$ cat src/shared/usbdec_pkg.sv
// Function
// - setup token sets the hold flag; while held, packets are neither sent nor taken.
// - software clearing the hold flag lets token processing continue.
// - resume drive output follows control bit 2 for remote wakeup.
// - writing 1 to bank-clear forces ping-pong bits of endpoints 5 and 6 even.
// - module enable bit gates token decoding, frame capture and engine_active, transceiver and regulator untouched.
// - setting module enable clears ping-pong bits and reinitialises engine state.
// - only tokens whose address equals the 7-bit device address are decoded; start-of-frame loads the frame number at any address.
// - device address returns to zero on reset input or on bus reset.
// - 11-bit frame number split: low byte bits 7-0, high register bits 2-0.
// - frame number registers load on every start-of-frame token while the module enable bit is set.
// - one control register for each endpoint 0 to 6.
// - receive/transmit enables decode direction; setup needs both with bit 4 clear.
// - stall bit answers every access with a stall, overriding other settings.
// - stall acts only when the endpoint has transmit or receive enabled.
// - handshake bit at 0 suppresses handshake packets for that endpoint.
// - completed transaction records endpoint, direction and bank used.
package usbdec_pkg;

  // ***********************************
  // register map
  // ***********************************
  localparam logic [3:0] USBDEC_OFS_CTL    = 4'h0;
  localparam logic [3:0] USBDEC_OFS_ADDR   = 4'h1;
  localparam logic [3:0] USBDEC_OFS_FRML   = 4'h2;
  localparam logic [3:0] USBDEC_OFS_FRMH   = 4'h3;
  localparam logic [3:0] USBDEC_OFS_EP0    = 4'h4;
  localparam logic [3:0] USBDEC_OFS_STAT   = 4'hb;
  localparam int         USBDEC_NUM_EP     = 7;

  // ***********************************
  // field positions
  // ***********************************
  localparam int USBDEC_CTL_HOLD    = 5;
  localparam int USBDEC_CTL_RESUME  = 2;
  localparam int USBDEC_CTL_BANKCLR = 1;
  localparam int USBDEC_CTL_ENABLE  = 0;
  localparam int USBDEC_EP_CTLDIS   = 4;
  localparam int USBDEC_EP_RXEN     = 3;
  localparam int USBDEC_EP_TXEN     = 2;
  localparam int USBDEC_EP_HALT     = 1;
  localparam int USBDEC_EP_HSHK     = 0;

  // ***********************************
  // reset values
  // ***********************************
  localparam logic [7:0]  USBDEC_RST_BYTE  = 8'h00;
  localparam logic [6:0]  USBDEC_RST_ADDR  = 7'h00;
  localparam logic [4:0]  USBDEC_RST_EP    = 5'h00;
  localparam logic [10:0] USBDEC_RST_FRAME = 11'h000;

  // token kinds delivered by the packet decoder
  typedef enum logic [1:0] {
    USBDEC_TOK_OUT   = 2'h0,
    USBDEC_TOK_IN    = 2'h1,
    USBDEC_TOK_SOF   = 2'h2,
    USBDEC_TOK_SETUP = 2'h3
  } usbdec_tok_t;

  // answer to a token
  typedef enum logic [1:0] {
    USBDEC_RESP_IGNORE = 2'h0,
    USBDEC_RESP_HSHK   = 2'h1,
    USBDEC_RESP_NOHSHK = 2'h2,
    USBDEC_RESP_STALL  = 2'h3
  } usbdec_resp_t;

endpackage : usbdec_pkg

$ cat src/hw/usbdec_endpoint_control.sv
`timescale 1ns/10ps
module usbdec_endpoint_control
  import usbdec_pkg::*;
(
  // clock and reset
  input  wire logic        core_clk,
  input  wire logic        rst,
  // register port
  input  wire logic [3:0]  reg_addr,
  input  wire logic [7:0]  reg_wdata,
  input  wire logic        reg_wr,
  input  wire logic        reg_rd,
  output logic      [7:0]  reg_rdata,
  // token side from the packet decoder
  input  wire logic        tok_valid,
  input  wire logic [1:0]  tok_kind,
  input  wire logic [6:0]  tok_addr,
  input  wire logic [3:0]  tok_endp,
  input  wire logic [10:0] tok_frame,
  input  wire logic        bus_reset_seen,
  input  wire logic        xfer_done,
  // answers to the engine
  output logic             resp_valid,
  output logic      [1:0]  resp_kind,
  output logic             engine_active,
  output logic             remote_wakeup_drive,
  output logic      [1:0]  pingpong_odd
);

  // ***********************************
  // decode helpers
  // ***********************************

  // a reserved enable pattern still takes IN and OUT; only SETUP is refused there
  // endpoint takes this token kind by its enable bits
  function automatic logic usbdec_dir_ok(input logic [4:0] ctl, input logic [1:0] kind);
    logic ok;
    ok = 1'b0;
    unique case (kind)
      USBDEC_TOK_OUT:   ok = ctl[USBDEC_EP_RXEN];
      USBDEC_TOK_IN:    ok = ctl[USBDEC_EP_TXEN];
      USBDEC_TOK_SETUP: ok = ctl[USBDEC_EP_RXEN] & ctl[USBDEC_EP_TXEN]
                             & ~ctl[USBDEC_EP_CTLDIS];
      USBDEC_TOK_SOF:   ok = 1'b0;
    endcase
    return ok;
  endfunction : usbdec_dir_ok

  // halt only counts on a live endpoint
  function automatic logic usbdec_halted(input logic [4:0] ctl);
    return ctl[USBDEC_EP_HALT] & (ctl[USBDEC_EP_RXEN] | ctl[USBDEC_EP_TXEN]);
  endfunction : usbdec_halted

  // register index lands on one of the endpoint control registers
  function automatic logic usbdec_ep_hit(input logic [3:0] addr);
    return (addr >= USBDEC_OFS_EP0) && (addr < USBDEC_OFS_EP0 + 4'(USBDEC_NUM_EP));
  endfunction : usbdec_ep_hit

  // endpoint behind a register index; only meaningful together with the hit test
  function automatic logic [2:0] usbdec_ep_sel(input logic [3:0] addr);
    return 3'(addr - USBDEC_OFS_EP0);
  endfunction : usbdec_ep_sel

  // ***********************************
  // state
  // ***********************************
  logic             enable_reg;
  logic             hold_reg;
  logic             resume_reg;
  logic [6:0]       dev_addr_reg;
  logic [10:0]      frame_reg;
  // per endpoint: setup-disable, receive, transmit, halt and handshake bits
  logic [4:0]       ep_ctl_reg [USBDEC_NUM_EP];
  logic [1:0]       odd_reg;
  // transaction record shown at the status index
  logic [3:0]       stat_endp_reg;
  logic             stat_in_reg;
  logic             stat_odd_reg;
  logic             pend_reg;
  logic [3:0]       pend_endp_reg;
  logic             pend_in_reg;
  logic [7:0]       rdata_reg;
  logic             resp_valid_reg;
  logic [1:0]       resp_kind_reg;
  logic             active_reg;

  // ***********************************
  // combinational decode
  // ***********************************
  logic             wr_ctl;
  logic             wr_addr;
  logic             enable_rise;
  logic             bank_clear;
  logic             ep_in_range;
  logic [4:0]       tok_ep_ctl;
  logic             tok_for_us;
  logic             tok_data;
  logic             tok_taken;
  logic [1:0]       resp_next;
  logic             setup_hit;
  logic [7:0]       rdata_next;

  // ***********************************
  // register strobes
  // ***********************************
  // writes to control and address, and the enable edge that restarts the engine
  assign wr_ctl      = reg_wr && (reg_addr == USBDEC_OFS_CTL);
  assign wr_addr     = reg_wr && (reg_addr == USBDEC_OFS_ADDR);
  assign enable_rise = wr_ctl && reg_wdata[USBDEC_CTL_ENABLE] && !enable_reg;
  assign bank_clear  = (wr_ctl && reg_wdata[USBDEC_CTL_BANKCLR]) || enable_rise;
  // endpoint numbers above 6 have no register: refuse them rather than alias
  assign ep_in_range = (tok_endp < 4'(USBDEC_NUM_EP));
  assign tok_ep_ctl  = ep_in_range ? ep_ctl_reg[tok_endp[2:0]] : USBDEC_RST_EP;

  // token aimed at this device while it runs
  assign tok_for_us  = tok_valid && enable_reg && (tok_addr == dev_addr_reg);
  // data tokens are refused while the hold flag stands
  assign tok_data    = tok_for_us && (tok_kind != USBDEC_TOK_SOF)
                       && !hold_reg && ep_in_range;

  // ***********************************
  // token answer
  // ***********************************

  // on a live endpoint, halt wins over every other control setting
  always_comb begin
    resp_next = USBDEC_RESP_IGNORE;
    if (tok_data) begin
      if (usbdec_halted(tok_ep_ctl)) begin
        resp_next = USBDEC_RESP_STALL;
      end else if (usbdec_dir_ok(tok_ep_ctl, tok_kind)) begin
        resp_next = tok_ep_ctl[USBDEC_EP_HSHK] ? USBDEC_RESP_HSHK
                                               : USBDEC_RESP_NOHSHK;
      end
    end
  end

  // only an accepted token starts a transaction; stall and ignore leave nothing pending
  assign tok_taken = (resp_next == USBDEC_RESP_HSHK) || (resp_next == USBDEC_RESP_NOHSHK);
  assign setup_hit = tok_taken && (tok_kind == USBDEC_TOK_SETUP);

  // answer stands one cycle after the token
  // a refused token still gets an ignore answer, so the engine never waits for one
  always_ff @(posedge core_clk or posedge rst) begin
    if (rst) begin
      resp_valid_reg <= 1'b0;
      resp_kind_reg  <= USBDEC_RESP_IGNORE;
    end else begin
      resp_valid_reg <= tok_valid && (tok_kind != USBDEC_TOK_SOF);
      resp_kind_reg  <= resp_next;
    end
  end

  // ***********************************
  // control register
  // ***********************************

  // enable and resume are plain software bits
  always_ff @(posedge core_clk or posedge rst) begin
    if (rst) begin
      enable_reg <= 1'b0;
      resume_reg <= 1'b0;
    end else if (wr_ctl) begin
      enable_reg <= reg_wdata[USBDEC_CTL_ENABLE];
      resume_reg <= reg_wdata[USBDEC_CTL_RESUME];
    end
  end

  // hold flag: a setup in the clearing cycle still sets it
  // writing 1 to the bit has no effect; only a setup raises it
  always_ff @(posedge core_clk or posedge rst) begin
    if (rst) begin
      hold_reg <= 1'b0;
    end else if (setup_hit) begin
      hold_reg <= 1'b1;
    end else if (enable_rise) begin
      hold_reg <= 1'b0;
    end else if (wr_ctl && !reg_wdata[USBDEC_CTL_HOLD]) begin
      hold_reg <= 1'b0;
    end
  end

  // engine may move packets only when enabled and not held
  // follows the control bits one cycle late; the setup term drops it with the flag
  always_ff @(posedge core_clk or posedge rst) begin
    if (rst) begin
      active_reg <= 1'b0;
    end else begin
      active_reg <= enable_reg && !hold_reg && !setup_hit;
    end
  end

  // ***********************************
  // device address
  // ***********************************

  // bus reset beats a software write in the same cycle
  // that write is lost, which is harmless: firmware sets the address after the reset
  always_ff @(posedge core_clk or posedge rst) begin
    if (rst) begin
      dev_addr_reg <= USBDEC_RST_ADDR;
    end else if (bus_reset_seen) begin
      dev_addr_reg <= USBDEC_RST_ADDR;
    end else if (wr_addr) begin
      dev_addr_reg <= reg_wdata[6:0];
    end
  end

  // ***********************************
  // frame number
  // ***********************************

  // start of frame is broadcast, so address and hold do not gate it
  // low and high halves are not latched together; a read pair can straddle a frame
  always_ff @(posedge core_clk or posedge rst) begin
    if (rst) begin
      frame_reg <= USBDEC_RST_FRAME;
    end else if (tok_valid && enable_reg && (tok_kind == USBDEC_TOK_SOF)) begin
      frame_reg <= tok_frame;
    end
  end

  // ***********************************
  // endpoint control registers
  // ***********************************
  generate
    for (genvar ep = 0; ep < USBDEC_NUM_EP; ep++) begin : g_ep
      // hardware never touches halt; only software writes change it
      // bits 7 to 5 are not stored, so they read back as 0
      always_ff @(posedge core_clk or posedge rst) begin
        if (rst) begin
          ep_ctl_reg[ep] <= USBDEC_RST_EP;
        end else if (reg_wr && usbdec_ep_hit(reg_addr) &&
                     (usbdec_ep_sel(reg_addr) == 3'(ep))) begin
          ep_ctl_reg[ep] <= reg_wdata[4:0];
        end
      end
    end
  endgenerate

  // ***********************************
  // transaction record and ping-pong banks
  // ***********************************

  // remember the taken token until the engine reports completion
  // a token taken in the same cycle as a completion takes the slot over
  always_ff @(posedge core_clk or posedge rst) begin
    if (rst) begin
      pend_reg      <= 1'b0;
      pend_endp_reg <= 4'h0;
      pend_in_reg   <= 1'b0;
    end else if (enable_rise) begin
      pend_reg      <= 1'b0;
    end else if (tok_taken) begin
      pend_reg      <= 1'b1;
      pend_endp_reg <= tok_endp;
      pend_in_reg   <= (tok_kind == USBDEC_TOK_IN);
    end else if (xfer_done) begin
      pend_reg      <= 1'b0;
    end
  end

  // record endpoint, direction and bank of the finished transfer
  // one record only: a second completion before software looks overwrites the first
  always_ff @(posedge core_clk or posedge rst) begin
    if (rst) begin
      stat_endp_reg <= 4'h0;
      stat_in_reg   <= 1'b0;
      stat_odd_reg  <= 1'b0;
    end else if (enable_rise) begin
      stat_endp_reg <= 4'h0;
      stat_in_reg   <= 1'b0;
      stat_odd_reg  <= 1'b0;
    end else if (pend_reg && xfer_done) begin
      stat_endp_reg <= pend_endp_reg;
      stat_in_reg   <= pend_in_reg;
      stat_odd_reg  <= (pend_endp_reg == 4'h5) ? odd_reg[0] :
                       (pend_endp_reg == 4'h6) ? odd_reg[1] : 1'b0;
    end
  end

  // only endpoints 5 and 6 alternate; a clear overrides a toggle
  // the other endpoints run single-buffered and keep no bank bit
  always_ff @(posedge core_clk or posedge rst) begin
    if (rst) begin
      odd_reg <= 2'h0;
    end else if (bank_clear) begin
      odd_reg <= 2'h0;
    end else if (pend_reg && xfer_done) begin
      if (pend_endp_reg == 4'h5) begin
        odd_reg[0] <= ~odd_reg[0];
      end
      if (pend_endp_reg == 4'h6) begin
        odd_reg[1] <= ~odd_reg[1];
      end
    end
  end

  // ***********************************
  // read port
  // ***********************************

  // bank-clear is a command bit, so it always reads back 0
  // unmapped indices fall through to the zero default
  always_comb begin
    rdata_next = USBDEC_RST_BYTE;
    if (reg_addr == USBDEC_OFS_CTL) begin
      rdata_next[USBDEC_CTL_HOLD]   = hold_reg;
      rdata_next[USBDEC_CTL_RESUME] = resume_reg;
      rdata_next[USBDEC_CTL_ENABLE] = enable_reg;
    end else if (reg_addr == USBDEC_OFS_ADDR) begin
      rdata_next = {1'b0, dev_addr_reg};
    end else if (reg_addr == USBDEC_OFS_FRML) begin
      rdata_next = frame_reg[7:0];
    end else if (reg_addr == USBDEC_OFS_FRMH) begin
      rdata_next = {5'h00, frame_reg[10:8]};
    end else if (reg_addr == USBDEC_OFS_STAT) begin
      rdata_next = {stat_endp_reg, stat_in_reg, stat_odd_reg, 2'h0};
    end else if (usbdec_ep_hit(reg_addr)) begin
      rdata_next = {3'h0, ep_ctl_reg[usbdec_ep_sel(reg_addr)]};
    end
  end

  // data stand only in the cycle after the read strobe
  always_ff @(posedge core_clk or posedge rst) begin
    if (rst) begin
      rdata_reg <= USBDEC_RST_BYTE;
    end else begin
      rdata_reg <= reg_rd ? rdata_next : USBDEC_RST_BYTE;
    end
  end

  // ***********************************
  // outputs
  // ***********************************
  // every output is a register, so the engine sees clean levels
  assign reg_rdata           = rdata_reg;
  assign resp_valid          = resp_valid_reg;
  assign resp_kind           = resp_kind_reg;
  assign engine_active       = active_reg;
  assign remote_wakeup_drive = resume_reg;
  assign pingpong_odd        = odd_reg;

endmodule : usbdec_endpoint_control

$ cat config.mk
export PLATFORM = sky130hd
export DESIGN_NAME = usbdec_endpoint_control
export DESIGN_NICKNAME = d
export VERILOG_FILES = /design/src/shared/usbdec_pkg.sv /design/src/hw/usbdec_endpoint_control.sv
export SDC_FILE = /design/constraint.sdc
export NUM_CORES = 1
export LEC_CHECK = 0
export BUFFER_PORTS_ARGS = -buffer_cell sky130_fd_sc_hd__buf_2
export CAP_MARGIN = 25
export CORE_ASPECT_RATIO = 1.25
export CORE_UTILIZATION = 57
export DETAILED_ROUTE_END_ITERATION = 12
export PLACE_DENSITY_LB_ADDON = 0.15
export SLEW_MARGIN = 15
export SYNTH_ARGS = -nofsm -noshare
export SYNTH_HDL_FRONTEND = slang
export SYNTH_SLANG_ARGS = --single-unit
$ cat constraint.sdc
create_clock -name core_clk -period 6.91 [get_ports core_clk]
set_input_delay 0.691 -clock core_clk [delete_from_list [all_inputs] [get_ports core_clk]]
set_output_delay 0.691 -clock core_clk [all_outputs]
set_load 0.03 [all_outputs]
==> results of run 1 <==
## through the flow
stage,util,cell area (sq um)
after CTS,0.664,4690
after detailed placement,0.638,4510
after floorplan,-,4200
after global routing,0.668,4720
final,0.668,4720
after global placement,0.638,4510
## logic make-up (layout without fill, tap and decap cells)
family | Yosys count | count (layout) | synth area share
flops | 82 | 82 | 0.489
simple gates | 104 | 104 | 0.126
mux | 81 | 81 | 0.243
compound gates | 54 | 54 | 0.0933
buf+inv | 28 | 80 | 0.0307
xor+xnor | 9 | 9 | 0.0188
## worst reg2reg max path: stages (launching register included)
cell and delay, ns:
dfrtp_1 0.41, mux2i_1 0.11, o211a_1 0.23, nor3_1 0.41
nand4_1 0.29, a211oi_4 0.50, mux2_2 0.39
## layout make-up
class | instances | area [sq um]
multi-input combinational | 248 | 2020
inverter | 5 | 20.0
clock inverter | 3 | 40.0
timing repair buffer | 60 | 330
clock buffer | 12 | 145
tap | 90 | 113
fill | 561 | 2340
sequential | 82 | 2050
## per-layer routing
| metal | part of all wire | track usage | wire (microns) | vias to the layer above |
|---|---|---|---|---|
| met5 | 0 | 0 | 0 | - |
| met4 | 0.028 | 0.117 | 281 | 0 |
| met3 | 0.040 | 0.0374 | 396 | 19 |
| met2 | 0.51 | 0.460 | 5030 | 88 |
| met1 | 0.42 | 0.373 | 4170 | 1517 |
| li1 | - | - | - | 1396 |
## cell usage in the layout, fill, tap and decap left out, types with 6 or more instances in the layout
cell type	synthesis	routed
a21oi_1	10	10
nor2_1	27	27
buf_2	4	56
dfrtp_1	82	82
mux2_2	51	51
mux4_2	9	9
xnor2_1	9	9
nand2_1	28	28
nand2b_1	6	6
nand3_1	7	7
o21ai_0	9	9
clkbuf_8	0	10
mux2i_1	19	19
## how the worst max path moves through the flow
| stage | start | end | slack (ns) | depth (start not counted) |
|---|---|---|---|---|
| final | tok_endp[1] | pend_endp_reg[0] | 4.14 | 7 |
| after global routing | tok_endp[1] | pend_endp_reg[0] | 4.02 | 7 |
| after CTS | tok_endp[1] | pend_endp_reg[0] | 4.13 | 7 |
| after detailed placement | tok_endp[1] | pend_endp_reg[0] | 3.78 | 7 |
| after global placement | tok_endp[0] | pend_in_reg | 3.88 | 7 |
| after floorplan | rst | dev_addr_reg[0] | 4.11 | 1 |
## where the power goes
part	internal (W)	total [W]	leakage (nW)	switching [W]
Clock	0.000174	0.000336	0.0962	0.000162
Sequential	0.000561	0.000614	1.06	0.0000536
Combinational	0.000129	0.000242	0.985	0.000113
Total	0.000864	0.00119	2.14	0.000328
==> flow_summary.json, run 1 <==
{
  "yosys.cell_count.top_type": "dfrtp_1",
  "fp.coreArea_sq_mm": 0.00706,
  "path_clk_slew_ns": 0.08,
  "synth_nets": 401,
  "synth_common_cells": "dfrtp_1 (82), mux2_2 (51), nand2_1 (28)",
  "cpMaxStageDelayCell": "a211oi_4",
  "maxSlewHeadroom": 0.521,
  "hold_ws_ns": 0.353,
  "start_util": 0.595,
  "layout.nets": 449,
  "cts.sink_count": 82,
  "yosysTopAreaCellShare": 0.489,
  "final_antenna_net_count": 0,
  "mappedNetlistArea_sq_mm": 0.00420,
  "synth_warnings": 0,
  "viasPerCell": 6.04,
  "required_ns": 7.15,
  "synth_ff_type": "dfrtp_1",
  "gp_congestion": 0.867,
  "port_buffers": 56,
  "die_h_microns": 98.0,
  "status": "finished clean",
  "regToRegSetupSlack_ns": 4.46,
  "drive_above_1_share": 0.346,
  "yosysTopAreaCell": "dfrtp_1",
  "post_drt_wl_per_cell_microns": 19.8,
  "skew_ns": 0.00693,
  "die-area_sq_mm": 0.00772,
  "hold_viol": 0,
  "largest_reg_flops": 35,
  "clock.fmax_mhz": 361,
  "cts_tree": "done",
  "async_reset_ff_frac": 1.00,
  "grt_pass1_wl_microns": 16100,
  "netlist_instances": 358,
  "worstSkewPairLatency_ns": 0.35,
  "hold_buffers": 0,
  "htreeDepth": 3,
  "ir_drop_uv": 176,
  "cp-start-kind": "input port",
  "clk_root_buffer_cell": "clkbuf_8",
  "drc": 0,
  "dpl.cell_count": 484,
  "synthTopCellsByArea": "dfrtp_1 (49%), mux2_2 (14%), mux4_2 (4.8%)",
  "reg2reg_depth": 6,
  "dp_slack_ns": 3.78,
  "crit_family": "compound AO/OA/AOI/OAI gates",
  "ys_ff_latch": 82,
  "fin_crit_sh": 0.401,
  "routed_wl_microns": 9880,
  "p_per_area_mw_per_mm2": 253,
  "dr.pass1.iters": 4,
  "fin_ws_ns": 4.14,
  "reg2reg_from": "ep_ctl_reg[3]",
  "synth-edff-count": 0,
  "rows": 34,
  "grt_pass1_vias": 3051,
  "grt_max_degree": 83,
  "synth_cell_types": 51,
  "numCtsBuffers": 9,
  "syn_to_final_growth_pct": 12.4,
  "worstHoldPathType": "input port to asynchronous set/reset pin",
  "vias": 3020,
  "post-cts-setup-buffers": 0,
  "worst_pin_slew_ns": 0.709,
  "period_needed_ns": 2.77,
  "ctsResizeCount": 0,
  "drt_iter0_markers": 248,
  "cap_violations": 0,
  "cpPeakStageDelay_ns": 0.50,
  "rsz0062_at_grt": "no",
  "dp_hpwl_microns": 7050,
  "worstSetupPathType": "input port to flop",
  "path_cells": "buf_2 > mux2i_1 > o211a_1 > nor3_1 > nand4_1 > a211oi_4 > mux2_2",
  "diodes": 0,
  "grt_usage": 0.280,
  "r2r_end": "pend_endp_reg[0]",
  "grt-ovfl-total": 0,
  "path_max_fanout": 16,
  "clockBufferDepth": 2,
  "dieWidth_microns": 78.8,
  "setup_viol_count_final": 0,
  "antenna_found_initial": 0,
  "slew_viol_final": 0,
  "worst-path-buf-inv": 1,
  "final_cells": 500,
  "crit_arrival_ns": 3.01,
  "p_leak_nw": 2.14,
  "pin_count": 58,
  "avgSynthCellArea_sq_um": 11.7,
  "seq_area_frac_synth": 0.489,
  "crit_path_end_kind": "flop",
  "finalPower_w": 0.00119,
  "tns_ns": 0
}
No activity file was read; power rests on OpenSTA's default activity.
==> inputs of run 2 (changes only) <==
--- a/config.mk
+++ b/config.mk
@@ -8,7 +8,7 @@
 export BUFFER_PORTS_ARGS = -buffer_cell sky130_fd_sc_hd__buf_2
 export CAP_MARGIN = 25
 export CORE_ASPECT_RATIO = 1.25
-export CORE_UTILIZATION = 57
+export CORE_UTILIZATION = 52
 export DETAILED_ROUTE_END_ITERATION = 12
 export PLACE_DENSITY_LB_ADDON = 0.15
 export SLEW_MARGIN = 15
==> constraint.sdc (replaced) <==
create_clock -name core_clk -period 2.43 [get_ports core_clk]
set_input_delay 0.243 -clock core_clk [delete_from_list [all_inputs] [get_ports core_clk]]
set_output_delay 0.243 -clock core_clk [all_outputs]
set_load 0.03 [all_outputs]
==> run 2 against run 1 <==
Net effect: non-clock buffer count rose by 11; critical path type is now flop to flop; final cell count rose by 3.2%; sequential power rose to 2.8 times the previous value; register-to-register slack got worse by 4.3 ns; clock skew rose by 0.00068 ns; combinational power rose to 2.8 times the previous value; clock-buffer cell count fell by 1; design area rose by 1.1%.
==> flow_summary.json, run 2 (synthesized netlist as in run 1, its figures left out) <==
{
  "status": "finished clean",
  "most-common-layout-cells": "dfrtp_1 (82), buf_2 (56), mux2_2 (51), nand2_1 (28), nor2_1 (27)",
  "numCtsBuffers": 9,
  "reg2reg_from": "ep_ctl_reg[27]",
  "grt_pass1_vias": 2950,
  "cpMaxStageDelayCell": "nor3_1",
  "cap_violations": 0,
  "grt-ovfl-total": 0,
  "worstSkewPairLatency_ns": 0.36,
  "crit_family": "simple AND/OR/NAND/NOR gates",
  "grt_usage": 0.261,
  "cpPeakStageDelay_ns": 0.49,
  "swShare": 0.287,
  "fill_cells": 662,
  "setup_viol_count_final": 0,
  "finalPower_w": 0.00326,
  "worst_pin_slew_ns": 0.619,
  "diodes": 0,
  "antenna_found_initial": 0,
  "route.met3.wl_microns": 432,
  "worstHoldPathType": "input port to flop",
  "rsz0062_at_grt": "no",
  "slew_viol_final": 0,
  "worstSetupPathType": "flop to flop",
  "vias": 3054,
  "p_comb_frac": 0.211,
  "drc": 0,
  "wl_met1_microns": 4100,
  "final_common_cell": "dfrtp_1",
  "htreeDepth": 3,
  "p_int_w": 0.00233,
  "regToRegSetupSlack_ns": 0.12,
  "ctsResizeCount": 0,
  "critPathCapture": "pend_endp_reg[0]",
  "clockBufferDepth": 2,
  "die_h_microns": 102,
  "start_util": 0.539,
  "post_drt_wl_per_cell_microns": 19.1,
  "maxSlewHeadroom": 0.586,
  "dieWidth_microns": 82.4,
  "power_frac_clock": 0.255,
  "dr.pass1.iters": 4,
  "routed_wl_microns": 9860,
  "cts_tree": "done",
  "worst-path-stages": 6,
  "cts.sink_count": 82,
  "highest_layer": "met4",
  "path_max_fanout": 5,
  "critPathLaunch": "ep_ctl_reg[27]",
  "skew_ns": 0.00760,
  "p_per_area_mw_per_mm2": 684,
  "path_cells": "mux4_2 > nor2_1 > nor3_1 > nand4_1 > a211oi_4 > mux2_2",
  "drt_iter0_markers": 153,
  "ir_drop_uv": 434,
  "r2r_end": "pend_endp_reg[0]",
  "syn_to_final_growth_pct": 13.6,
  "pin_count": 58,
  "drive_above_1_share": 0.361,
  "port_buffers": 56,
  "clk_root_buffer_cell": "clkbuf_8",
  "crit_path_end_kind": "flop",
  "required_ns": 2.68,
  "dp_hpwl_microns": 7240,
  "worst-path-buf-inv": 0,
  "grt_pass1_wl_microns": 15600,
  "viasPerCell": 5.92,
  "final_antenna_net_count": 0,
  "hold_ws_ns": 0.106,
  "clock.fmax_mhz": 432,
  "largest_reg_flops": 35,
  "hold_viol": 0,
  "sequentialPowerShare": 0.534,
  "final_util": 0.612,
  "fin_crit_sh": 0.952,
  "layout.nets": 460,
  "reg2reg_depth": 6,
  "met2WireLength_microns": 5030,
  "rows": 36,
  "die-area_sq_mm": 0.00844,
  "fp.coreArea_sq_mm": 0.00779,
  "gp_congestion": 0.855,
  "cp-start-kind": "flop",
  "grt_max_degree": 83,
  "period_needed_ns": 2.31,
  "crit_arrival_ns": 2.56,
  "path_clk_slew_ns": 0.08,
  "p_leak_nw": 2.18,
  "power.switching_w": 0.000937
}
==> run 2: stage by stage <==
stage	cell area (sq um)	TNS, ns	worst slack, ns	instances
floorplan	4200	0	0.0786	358
global placement	4610	0	0.0226	500
detailed placement	4610	-0.133	-0.0330	500
CTS	4770	0	0.130	516
global route	4770	0	0.0315	516
finish	4770	0	0.117	516
==> run 2: worst min path at each step <==
stage	slack [ns]	from	cells after the start	to
global route	0.1	tok_frame[2]	2	frame_reg[2]
CTS	0.10	tok_frame[5]	2	frame_reg[5]
global placement	0.37	rst	3	ep_ctl_reg[6]
floorplan	0.31	bus_reset_seen	1	dev_addr_reg[0]
detailed placement	0.37	rst	3	ep_ctl_reg[6]
finish	0.11	tok_frame[5]	2	frame_reg[5]
==> run 2: layout make-up <==
class / instances / area [sq um] / share of cell area
Sequential cell: 82 / 2050 / 0.430
Multi-Input combinational cell: 248 / 2020 / 0.423
Timing Repair Buffer: 71 / 408 / 0.0855
Clock buffer: 11 / 131 / 0.0276
Tap cell: 95 / 119 / 0.0249
Clock inverter: 4 / 20.0 / 0.00420
Inverter: 5 / 20.0 / 0.00420
==> run 2: what timing repair did <==
action	4_1_cts	5_1_grt
hold buffers	1	0
endpoints found under the hold margin	82	0
setup buffers	0	0
==> run 2: metal layers <==
layer / vias up / global-route usage
met5: - / 0
met1: 1520 / 0.328
met2: 96 / 0.426
met3: 19 / 0.0438
li1: 1419 / -
met4: 0 / 0.138
==> run 2: power by group through the flow <==
stage	combinational (W)	sequential (W)	clock, W
after floorplan	0.000491	0.00175	0
after global placement	0.000675	0.00176	0
after detailed placement	0.000689	0.00177	0
after CTS	0.000693	0.00174	0.000854
after global routing	0.000749	0.00177	0.000918
final	0.000687	0.00174	0.000832
